### src/design/t1_prescale_pkg.sv
package t1_prescale_pkg;
	// register port geometry
	localparam int ADDR_W = 6;
	localparam int DATA_W = 8;
	// register addresses on the documented port
	localparam logic [5:0] TIMER1_PRESCALE_CONTROL_ADDR = 6'h2f;
	localparam logic [5:0] PLL_CONTROL_STATUS_ADDR = 6'h29;
	// timer1_prescale_control field positions
	localparam int PRESCALER_CLEAR_BIT = 6;
	localparam int RESERVED7_BIT = 7;
	localparam int DEAD_TIME_LO_BIT = 4;
	localparam int CLOCK_SELECT_LO_BIT = 0;
	// pll_control_status field positions
	localparam int LOW_SPEED_SELECT_BIT = 7;
	localparam int FAST_CLOCK_SELECT_BIT = 2;
	localparam int PLL_TURN_ON_BIT = 1;
	localparam int PLL_LOCK_FLAG_BIT = 0;
	// reset values
	localparam logic [7:0] TIMER1_PRESCALE_CONTROL_RST = 8'h00;
	localparam logic [7:0] PLL_CONTROL_STATUS_RST = 8'h00;
	// fuse code that makes the pll the system clock
	localparam logic [3:0] FUSE_PLL_SYSCLK = 4'h1;
	// prescaler geometry: largest divisor is 2**14
	localparam int PRESCALE_W = 14;
	// pll settle time that software waits, and its cycle count
	localparam int CLK_PERIOD_NS = 40;
	localparam int PLL_SETTLE_US = 100;
	localparam int PLL_SETTLE_CYCLES =
		(PLL_SETTLE_US * 1000 + CLK_PERIOD_NS - 1) / CLK_PERIOD_NS;
	// one register port request
	typedef struct packed {
		logic [ADDR_W-1:0] addr;
		logic [DATA_W-1:0] wdata;
		logic we;
		logic re;
	} reg_req_s;
endpackage

### src/design/t1_prescale.sv
`timescale 1ns/100ps
//Contract
// two modes: system or fast time base
// fast select one gives asynchronous mode
// fast select zero gives system clock
// divisors one through 16384 plus stop
// fast clock halves under low speed
// low speed refused when pll clocks system
// software stops timer before low speed change
// prescaler clear resets prescaler, not counter
// clear self-clears, zero ignored, reads zero
// software enables pll, waits, polls lock
// fast select accepted only with pll on
// software sets fast select only locked
// turn-on starts pll and rc reference; here rc starts only while I_RC_REF_NEEDED is high
// turn-on reads one when pll clocks system
// lock flag shows pll locked state
// pll register bits 6:3 read zero
// select codes: stop, one, doubling divisors
// mode switch makes no truncated pulses
module t1_prescale
	import t1_prescale_pkg::*;
#(
	parameter int PRESC_W = PRESCALE_W
) (
	input wire logic I_CLK_SYS,
	input wire logic I_NRST,
	input wire logic [ADDR_W-1:0] I_ADDR,
	input wire logic [DATA_W-1:0] I_WDATA,
	input wire logic I_WE,
	input wire logic I_RE,
	input wire logic I_FAST_TICK,
	input wire logic I_PLL_LOCKED,
	input wire logic I_RC_REF_NEEDED,
	input wire logic [3:0] I_CLOCK_SOURCE_FUSE,
	output logic [DATA_W-1:0] O_RDATA,
	output logic O_TIMER_TICK,
	output logic O_PLL_ENABLE,
	output logic O_RC_OSC_ENABLE,
	output logic O_ASYNC_MODE,
	output logic O_LOW_SPEED,
	output logic [1:0] O_DEAD_TIME_PRESCALE
);

	// request bundle from the plain port pins
	reg_req_s req;
	assign req = '{addr: I_ADDR, wdata: I_WDATA, we: I_WE, re: I_RE};

	// decoded strobes
	logic wr_tpc;
	logic wr_pll;
	logic psr_wr;
	logic pll_sysclk;
	logic pll_on;
	assign wr_tpc = req.we && (req.addr == TIMER1_PRESCALE_CONTROL_ADDR);
	assign wr_pll = req.we && (req.addr == PLL_CONTROL_STATUS_ADDR);
	// a zero in the clear bit does nothing
	assign psr_wr = wr_tpc && req.wdata[PRESCALER_CLEAR_BIT];
	assign pll_sysclk = (I_CLOCK_SOURCE_FUSE == FUSE_PLL_SYSCLK);

	// tap decode for the tick logic
	function automatic logic tap_hit(input logic [3:0] cs,
		input logic [PRESC_W-1:0] cnt);
		logic [PRESC_W-1:0] mask;
		mask = '0;
		if (cs == 4'h0) begin
			return 1'b0; // stopped
		end
		mask = PRESC_W'((1 << (cs - 4'h1)) - 1);
		return (cnt & mask) == mask;
	endfunction

	// control register state
	logic [3:0] cs_reg, cs_next; // clock select bits 3..0
	logic [1:0] dtps_reg, dtps_next; // dead-time prescale, passed on
	logic rsv7_reg, rsv7_next; // read/write spare bit
	logic lsm_reg, lsm_next; // low speed select
	logic fast_clock_select_reg, fast_clock_select_next; // fast clock select
	logic pll_turn_on_reg, pll_turn_on_next; // pll turn-on
	// the pll counts as on through the fuse or the turn-on bit
	assign pll_on = pll_sysclk || pll_turn_on_reg;

	// next control values from register writes
	always_comb begin
		cs_next = cs_reg;
		dtps_next = dtps_reg;
		rsv7_next = rsv7_reg;
		lsm_next = lsm_reg;
		fast_clock_select_next = fast_clock_select_reg;
		pll_turn_on_next = pll_turn_on_reg;
		if (wr_tpc) begin
			cs_next = req.wdata[CLOCK_SELECT_LO_BIT +: 4];
			dtps_next = req.wdata[DEAD_TIME_LO_BIT +: 2];
			rsv7_next = req.wdata[RESERVED7_BIT];
		end
		if (wr_pll) begin
			pll_turn_on_next = req.wdata[PLL_TURN_ON_BIT];
			// low speed cannot rise while the pll drives the cpu
			if (!(pll_sysclk && req.wdata[LOW_SPEED_SELECT_BIT])) begin
				lsm_next = req.wdata[LOW_SPEED_SELECT_BIT];
			end
			// a one only sticks if the pll already runs
			if (req.wdata[FAST_CLOCK_SELECT_BIT]) begin
				fast_clock_select_next = pll_on ? 1'b1 : fast_clock_select_reg;
			end else begin
				fast_clock_select_next = 1'b0;
			end
		end
	end

	// control registers
	always_ff @(posedge I_CLK_SYS) begin
		if (!I_NRST) begin
			cs_reg <= TIMER1_PRESCALE_CONTROL_RST[3:0];
			dtps_reg <= TIMER1_PRESCALE_CONTROL_RST[5:4];
			rsv7_reg <= TIMER1_PRESCALE_CONTROL_RST[7];
			lsm_reg <= PLL_CONTROL_STATUS_RST[7];
			fast_clock_select_reg <= PLL_CONTROL_STATUS_RST[2];
			pll_turn_on_reg <= PLL_CONTROL_STATUS_RST[1];
		end else begin
			cs_reg <= cs_next;
			dtps_reg <= dtps_next;
			rsv7_reg <= rsv7_next;
			lsm_reg <= lsm_next;
			fast_clock_select_reg <= fast_clock_select_next;
			pll_turn_on_reg <= pll_turn_on_next;
		end
	end

	// prescaler datapath state
	logic [PRESC_W-1:0] cnt_reg, cnt_next; // ripple of base ticks
	logic half_reg, half_next; // low speed halving phase
	logic mode_reg, mode_next; // mode actually in use
	logic tick_reg, tick_next; // divided timer clock enable
	logic base_tick; // one undivided time base period
	logic switching; // mode change in progress

	// the fast clock arrives as a tick; low speed keeps every other one
	assign base_tick = mode_reg ?
		(I_FAST_TICK && (!lsm_reg || half_reg)) : 1'b1;
	assign switching = (mode_reg != fast_clock_select_reg);

	// next prescaler values
	always_comb begin
		cnt_next = cnt_reg;
		half_next = half_reg;
		mode_next = fast_clock_select_reg;
		tick_next = 1'b0;
		if (mode_reg && I_FAST_TICK) begin
			half_next = !half_reg;
		end
		if (psr_wr || switching) begin
			// restart the division so the first pulse is whole
			cnt_next = '0;
			half_next = 1'b0;
		end else if (base_tick) begin
			tick_next = tap_hit(cs_reg, cnt_reg);
			cnt_next = cnt_reg + PRESC_W'(1);
		end
	end

	// prescaler registers; the timer counter itself is elsewhere
	always_ff @(posedge I_CLK_SYS) begin
		if (!I_NRST) begin
			cnt_reg <= '0;
			half_reg <= 1'b0;
			mode_reg <= 1'b0;
			tick_reg <= 1'b0;
		end else begin
			cnt_reg <= cnt_next;
			half_reg <= half_next;
			mode_reg <= mode_next;
			tick_reg <= tick_next;
		end
	end

	// read data and pll drive state
	logic [DATA_W-1:0] rdata_reg, rdata_next; // registered read word
	logic pll_en_reg, pll_en_next; // pll run request
	logic rc_reg, rc_next; // rc reference run request

	// read mux; unmapped addresses read zero
	always_comb begin
		rdata_next = rdata_reg;
		pll_en_next = pll_on;
		rc_next = pll_on && I_RC_REF_NEEDED;
		if (req.re) begin
			rdata_next = '0;
			if (req.addr == TIMER1_PRESCALE_CONTROL_ADDR) begin
				rdata_next[RESERVED7_BIT] = rsv7_reg;
				rdata_next[PRESCALER_CLEAR_BIT] = 1'b0;
				rdata_next[DEAD_TIME_LO_BIT +: 2] = dtps_reg;
				rdata_next[CLOCK_SELECT_LO_BIT +: 4] = cs_reg;
			end else if (req.addr == PLL_CONTROL_STATUS_ADDR) begin
				// bits 6:3 stay at the zero set above
				rdata_next[LOW_SPEED_SELECT_BIT] = lsm_reg;
				rdata_next[FAST_CLOCK_SELECT_BIT] = fast_clock_select_reg;
				rdata_next[PLL_TURN_ON_BIT] = pll_on;
				rdata_next[PLL_LOCK_FLAG_BIT] = I_PLL_LOCKED;
			end
		end
	end

	// read and pll registers
	always_ff @(posedge I_CLK_SYS) begin
		if (!I_NRST) begin
			rdata_reg <= '0;
			pll_en_reg <= 1'b0;
			rc_reg <= 1'b0;
		end else begin
			rdata_reg <= rdata_next;
			pll_en_reg <= pll_en_next;
			rc_reg <= rc_next;
		end
	end

	// outputs straight from flip-flops
	assign O_RDATA = rdata_reg;
	assign O_TIMER_TICK = tick_reg;
	assign O_PLL_ENABLE = pll_en_reg;
	assign O_RC_OSC_ENABLE = rc_reg;
	assign O_ASYNC_MODE = mode_reg;
	assign O_LOW_SPEED = lsm_reg;
	assign O_DEAD_TIME_PRESCALE = dtps_reg;

	// checks
	property p_stop;
		@(posedge I_CLK_SYS) disable iff (!I_NRST)
		(cs_reg == 4'h0) |=> !O_TIMER_TICK;
	endproperty
	a_stop: assert property (p_stop)
		else $error("tick while stopped");

	property p_sync_full;
		@(posedge I_CLK_SYS) disable iff (!I_NRST)
		(!mode_reg && !fast_clock_select_reg && cs_reg == 4'h1 && !psr_wr)
			|=> O_TIMER_TICK;
	endproperty
	a_sync_full: assert property (p_sync_full)
		else $error("sync undivided tick missing");

	property p_async_tick;
		@(posedge I_CLK_SYS) disable iff (!I_NRST)
		(mode_reg && fast_clock_select_reg && !lsm_reg && cs_reg == 4'h1
			&& I_FAST_TICK && !psr_wr) |=> O_TIMER_TICK;
	endproperty
	a_async_tick: assert property (p_async_tick)
		else $error("async tick missing");

	property p_async_base;
		@(posedge I_CLK_SYS) disable iff (!I_NRST)
		(mode_reg && !I_FAST_TICK) |=> !O_TIMER_TICK;
	endproperty
	a_async_base: assert property (p_async_base)
		else $error("async tick without fast clock");

	property p_low_half;
		@(posedge I_CLK_SYS) disable iff (!I_NRST)
		(O_TIMER_TICK && mode_reg && fast_clock_select_reg && lsm_reg
			&& cs_reg == 4'h1 && !psr_wr) |=> !O_TIMER_TICK;
	endproperty
	a_low_half: assert property (p_low_half)
		else $error("low speed did not halve");

	property p_lsm_refused;
		@(posedge I_CLK_SYS) disable iff (!I_NRST)
		(wr_pll && pll_sysclk && !lsm_reg) |=> !O_LOW_SPEED;
	endproperty
	a_lsm_refused: assert property (p_lsm_refused)
		else $error("low speed set with pll system clock");

	property p_fast_clock_select_gate;
		@(posedge I_CLK_SYS) disable iff (!I_NRST)
		(wr_pll && !pll_on && !fast_clock_select_reg) |=> !fast_clock_select_reg;
	endproperty
	a_fast_clock_select_gate: assert property (p_fast_clock_select_gate)
		else $error("fast select accepted without pll");

	property p_psr_clear;
		@(posedge I_CLK_SYS) disable iff (!I_NRST)
		psr_wr |=> (cnt_reg == '0) && !O_TIMER_TICK;
	endproperty
	a_psr_clear: assert property (p_psr_clear)
		else $error("prescaler not cleared");

	property p_psr_read;
		@(posedge I_CLK_SYS) disable iff (!I_NRST)
		(req.re && req.addr == TIMER1_PRESCALE_CONTROL_ADDR)
			|=> !O_RDATA[PRESCALER_CLEAR_BIT];
	endproperty
	a_psr_read: assert property (p_psr_read)
		else $error("clear bit read as one");

	property p_pll_read;
		@(posedge I_CLK_SYS) disable iff (!I_NRST)
		(req.re && req.addr == PLL_CONTROL_STATUS_ADDR)
			|=> (O_RDATA[6:3] == 4'h0)
			&& (O_RDATA[PLL_LOCK_FLAG_BIT] == $past(I_PLL_LOCKED))
			&& (O_RDATA[PLL_TURN_ON_BIT] == $past(pll_on));
	endproperty
	a_pll_read: assert property (p_pll_read)
		else $error("pll status read wrong");

	property p_pll_start;
		@(posedge I_CLK_SYS) disable iff (!I_NRST)
		// the run request is registered from pll_on, so it trails a cycle
		$rose(pll_turn_on_reg) |=> O_PLL_ENABLE;
	endproperty
	a_pll_start: assert property (p_pll_start)
		else $error("pll not started");

	property p_switch;
		@(posedge I_CLK_SYS) disable iff (!I_NRST)
		switching |=> !O_TIMER_TICK ##0 (cnt_reg == '0);
	endproperty
	a_switch: assert property (p_switch)
		else $error("pulse across mode switch");

endmodule

### config.mk
export PLATFORM = sky130hd
export DESIGN_NAME = t1_prescale
export DESIGN_NICKNAME = d
export VERILOG_FILES = /design/src/design/t1_prescale_pkg.sv /design/src/design/t1_prescale.sv
export SDC_FILE = /design/constraint.sdc
export NUM_CORES = 1
export LEC_CHECK = 0
export ABC_AREA = 1
export BUFFER_PORTS_ARGS = -buffer_cell sky130_fd_sc_hd__buf_2
export CAP_MARGIN = 40
export CORE_ASPECT_RATIO = 0.75
export CORE_MARGIN = 1.5
export CORE_UTILIZATION = 51
export DETAILED_ROUTE_END_ITERATION = 8
export GPL_TIMING_DRIVEN = 0
export PLACE_DENSITY = 0.82
export SLEW_MARGIN = 20
export SYNTH_ARGS = -nofsm -noshare
export SYNTH_HDL_FRONTEND = slang
export SYNTH_SLANG_ARGS = --single-unit
### constraint.sdc
create_clock -name I_CLK_SYS -period 2 [get_ports I_CLK_SYS]
set_input_delay 0.4 -clock I_CLK_SYS [delete_from_list [all_inputs] [get_ports I_CLK_SYS]]
set_output_delay 0.4 -clock I_CLK_SYS [all_outputs]
set_load 0.03 [all_outputs]
Word-level counts from Yosys, hierarchy flattened
Index checks and enable logic that the tools add are counted.

$add $sub $neg: 3. Equality and inequality tests: 6. Shift operators: 1. Muxes and demuxes: 13. Bitwise logic cells: 4. Reductions and logical operators: 17.

Operators by type and width (count): adder 14 x 1 -> 14 bit (second input constant) (1); bitwise AND 14 bit (1); == test 14 bit (1); << shifter 1 x 4 -> 14 bit (first input constant) (1); subtractor 14 x 2 -> 14 bit (second input constant) (1); == test 6 bit (second input constant) (2); 2-to-1 mux 1 bit (10); 2-to-1 mux 3 bit (3); logical AND 1 bit (7); == test 4 x 1 -> 1 bit (second input constant) (1); logical NOT 4 bit (1); AND reduction 2 bit (2); subtractor 4 x 1 -> 4 bit (second input constant) (1); logical OR 1 bit (3); NOT 1 bit (3); OR reduction 3 bit (1); logical NOT 1 bit (2); inequality test 2 x 1 -> 1 bit (second input constant) (1); OR reduction 2 bit (1); inequality test 1 bit (1).

Flip-flop bits (word level): 37. Bits of input ports: 25. Output and inout bits: 15. Word-level logic and storage cells: 57.

Depth between registers and ports, before layout
Depth in word-level cells: 7. Depth in mapped cells: 14. Gate-level depth less buffers: 14.

Worst setup path before layout
No wires, ideal clock.

Path kind: register to register. From: register cs_reg[1]. To: register tick_reg (netlist: O_TIMER_TICK). Setup time: 0.113 ns. Data arrival time: 1.613 ns. Data required time: 1.887 ns. Setup slack: 0.274 ns. Cell stages (with the launch flop): 14. Path buffers: 0. Period minus slack after synthesis: 1.726 ns. Path through: dfxtp_1 inv_2 nor2_1 nand2_1 inv_1 nand2_1 ha_1 or2_2 nand4_1 nor2_1 nand2_1 nor2_1 nand4_1 nor2_1.

Word-level cells in the longest chain between the ends: 6. Elaborated cells on any way between the ends: 10. Classes of those cells: add/sub (2); eq/ne (1); shift (1); mux (4); bitwise (1); reduce/logical (1).

RTL lines: start: declaration (line t1_prescale.sv:74) `logic [3:0] cs_reg, cs_next;`; start signal: assignment (line t1_prescale.sv:114) `cs_reg <= TIMER1_PRESCALE_CONTROL_RST[3:0];`; start signal: assignment (line t1_prescale.sv:121) `cs_reg <= cs_next;`; subtractor 4 x 1 -> 4 bit (line t1_prescale.sv:69) `mask = PRESC_W'((1 << (cs - 4'h1)) - 1);`; << shifter 1 x 4 -> 14 bit (line t1_prescale.sv:69); subtractor 14 x 2 -> 14 bit (line t1_prescale.sv:69); bitwise AND 14 bit (line t1_prescale.sv:70) `return (cnt & mask) == mask;`; == test 14 bit (line t1_prescale.sv:70); 2-to-1 mux 1 bit (*) (line t1_prescale.sv:69); end signal: assignment (line t1_prescale.sv:173) `tick_reg <= tick_next;`; end: declaration (line t1_prescale.sv:134) `logic tick_reg, tick_next;`.

Every way passes the cells marked *; elsewhere a longest branch is shown, timed or not. The select of a mux whose other input is x is not followed. A chain may end at the register's enable or synchronous reset.

Worst setup path in the final report
Same ends and word-level chain as after synthesis.

==> flow_summary.toml <==
[clock_tree]
clock-sinks = 36
cts_buffer_depth = 2
clk_pin_slew_ns = 0.08
insertion_delay_ns = 0.29
cts_max_level = 2
cts_tree = "built"
numCtsBuffers = 5
cts-root-buf = "clkbuf_8"

[die]
row_count = 19
core_area_sq_um = 3640
initial_core_util = 0.527
fp.dieW_microns = 73.8
fp.dieArea_sq_um = 4140
die_h_microns = 56.1
io_pins = 40

[global_routing]
grt_max_degree = 13
grt_pass1_vias = 1813
antenna_found_initial = 0
grt_pass1_wl_mm = 7.64
overflow = 0
grt.total_usage = 0.236

[worst_setup_path]
slowest_delay_ns = 0.39
critPathKind = "flip-flop to flip-flop"
r2r_start = "cs_reg[1]"
r2r_cells = 13
slowest_stage = "dfxtp_4"
worstPathRequired_ns = 2.19
worst_setup_path_start_kind = "flip-flop"
cp-endpoint = "O_TIMER_TICK"
crit_path_max_fanout = 6
arrival_ns = 2.01
timing.rr.end = "O_TIMER_TICK"
critical_path.top_delay_family = "simple AND/OR/NAND/NOR gates"
r2r_setup_slack_ns = 0.19
startpoint = "cs_reg[1]"
end_kind = "flip-flop"
worst-path-stages = 13
path_buf_inv = 2
path_cells = "inv_2 > nor2_2 > nand2_1 > inv_2 > nand2_1 > ha_1 > or2_2 > nand4_1 > nor2_1 > nand2_1 > nor2_1 > nand4_1 > nor2_1"

[sta]
holdWs_ns = 0.347
period_minus_slack_ns = 1.81
rsz0062_at_grt = "no"
finalClockSkew_ns = 0.00975
finalMaxSlewViolations = 0
finalHoldViolCount = 0
timing.fmax_ghz = 0.551
period_share = 0.907
fin_tns_setup_ns = 0
setup_viol = 0

[status]
status = "finished clean"

[power]
leakage_nw = 1.06
ir_worst_vdd_uv = 497
powerDensity_nw_per_um2 = 654

[route]
drt_pass1_iterations = 4
finalWirelength_mm = 4.47
drtIter0Drc = 173
wl_per_cell_microns = 11.6
num_vias = 1999
vias_per_cell = 5.18
antenna_left = 0
drc_errors = 0

[finish]
syn2layout_area_growth_pct = 20.2
fill_cells = 325
layout.nets = 360
n_antenna_cell = 0
layout_common_cells = "70 x nand2_1, 39 x buf_2, 32 x dfxtp_1, 31 x nor2_1"
largest_reg_flops = 14
layout_commonest_cell = "nand2_1"
layout-drive-gt1-share = 0.222

[flow_run]
max-cap-violations = 0

[yosys]
syn_area_sq_um = 1920
ys_seq_area_frac = 0.376
synth_edf_count = 0
yosysUniqueCellTypes = 31
ys.flop_type = "dfxtp_1"
syn_inst = 288
synth_fp_nets = 315
syn_avg_cell_area_sq_um = 6.66
yosys_warnings = 0
ys_ff_latch = 36
async_flop_share = 0

[place]
hpwl_mm = 3.39
gp_congestion = 0.915
io_buffers = 38

[min_path]
hold_class = "input pin to flip-flop"
routing by layer:
metal  track usage  share of wire
met3        0.0616          0.053
met4        0.0688         0.0094
met1         0.339           0.50
met2         0.345           0.44
met5             0              0
through the flow:
step	util	power (mW)	area (sq um)	setup slack [ns]	std cells
final	0.633	1.51	2300	0.185	386
after global routing	0.633	1.57	2300	0.0150	386
after CTS	0.628	1.52	2280	0.0105	386
after detailed placement	0.597	0.885	2170	0.0378	378
after global placement	0.597	0.882	2170	0.0373	378
after floorplan	-	0.835	1920	0.274	288
worst min path at each step:
| stage | startpoint | to | slack (ns) | depth (start not counted) |
|---|---|---|---|---|
| after global routing | I_RC_REF_NEEDED | O_RC_OSC_ENABLE | 0.35 | 3 |
| final | I_RC_REF_NEEDED | O_RC_OSC_ENABLE | 0.35 | 3 |
| after CTS | I_RC_REF_NEEDED | O_RC_OSC_ENABLE | 0.34 | 3 |
| after floorplan | rsv7_reg | rsv7_reg | 0.44 | 2 |
| after detailed placement | rsv7_reg | rsv7_reg | 0.46 | 2 |
| after global placement | rsv7_reg | rsv7_reg | 0.45 | 2 |
synth_stat cells, types with 2 or more instances:
cell / n / area share
ha_1: 2 / 0.013
nor2_1: 32 / 0.063
o21a_1: 2 / 0.0078
a21oi_1: 27 / 0.070
nor2_2: 5 / 0.016
nand2_1: 70 / 0.14
inv_2: 5 / 0.0098
nand3_2: 2 / 0.010
nand3b_1: 3 / 0.012
inv_1: 29 / 0.057
dfxtp_1: 36 / 0.38
clkbuf_1: 4 / 0.0078
nand3_1: 21 / 0.055
nor3_1: 3 / 0.0078
a221oi_1: 4 / 0.018
o21ai_0: 19 / 0.050
nand4_1: 9 / 0.029
nand2_2: 2 / 0.0065
worst min-delay path, cell delays in order:
cell     delay (ns)
buf_2          0.09
nand2_1        0.05
nor2_1         0.04
kinds of logic after synthesis:
group,count (synthesis),synth area share
flops,36,0.376
compound gates,56,0.162
other cells,1,0.00196
fa+ha+maj,2,0.0131
buf+inv,41,0.0868
simple gates,151,0.356
xor+xnor,1,0.00457
area by class of cell:
| type | count | area (sq um) | share of cell area |
|---|---|---|---|
| Multi-Input combinational cell | 211 | 1040 | 0.450 |
| Sequential cell | 36 | 731 | 0.317 |
| Timing Repair Buffer | 38 | 190 | 0.0826 |
| Inverter | 34 | 130 | 0.0565 |
| Clock buffer | 5 | 68.8 | 0.0299 |
| Tap cell | 52 | 65.1 | 0.0282 |
| Clock inverter | 3 | 42.5 | 0.0185 |
| Buffer | 7 | 38.8 | 0.0168 |
timing repair:
action,in CTS,in global routing
setup buffers,0,0
gates resized for setup,0,11
setup endpoints to repair,0,1
hold buffers,0,0
power by group:
group	leakage, nW	internal [mW]	total [mW]	switching [mW]
combinational	0.711	0.0502	0.131	0.0806
sequential	0.295	0.728	0.738	0.00983
clock	0.0541	0.369	0.638	0.269
Note: power is estimated with default switching activity, not from simulation.
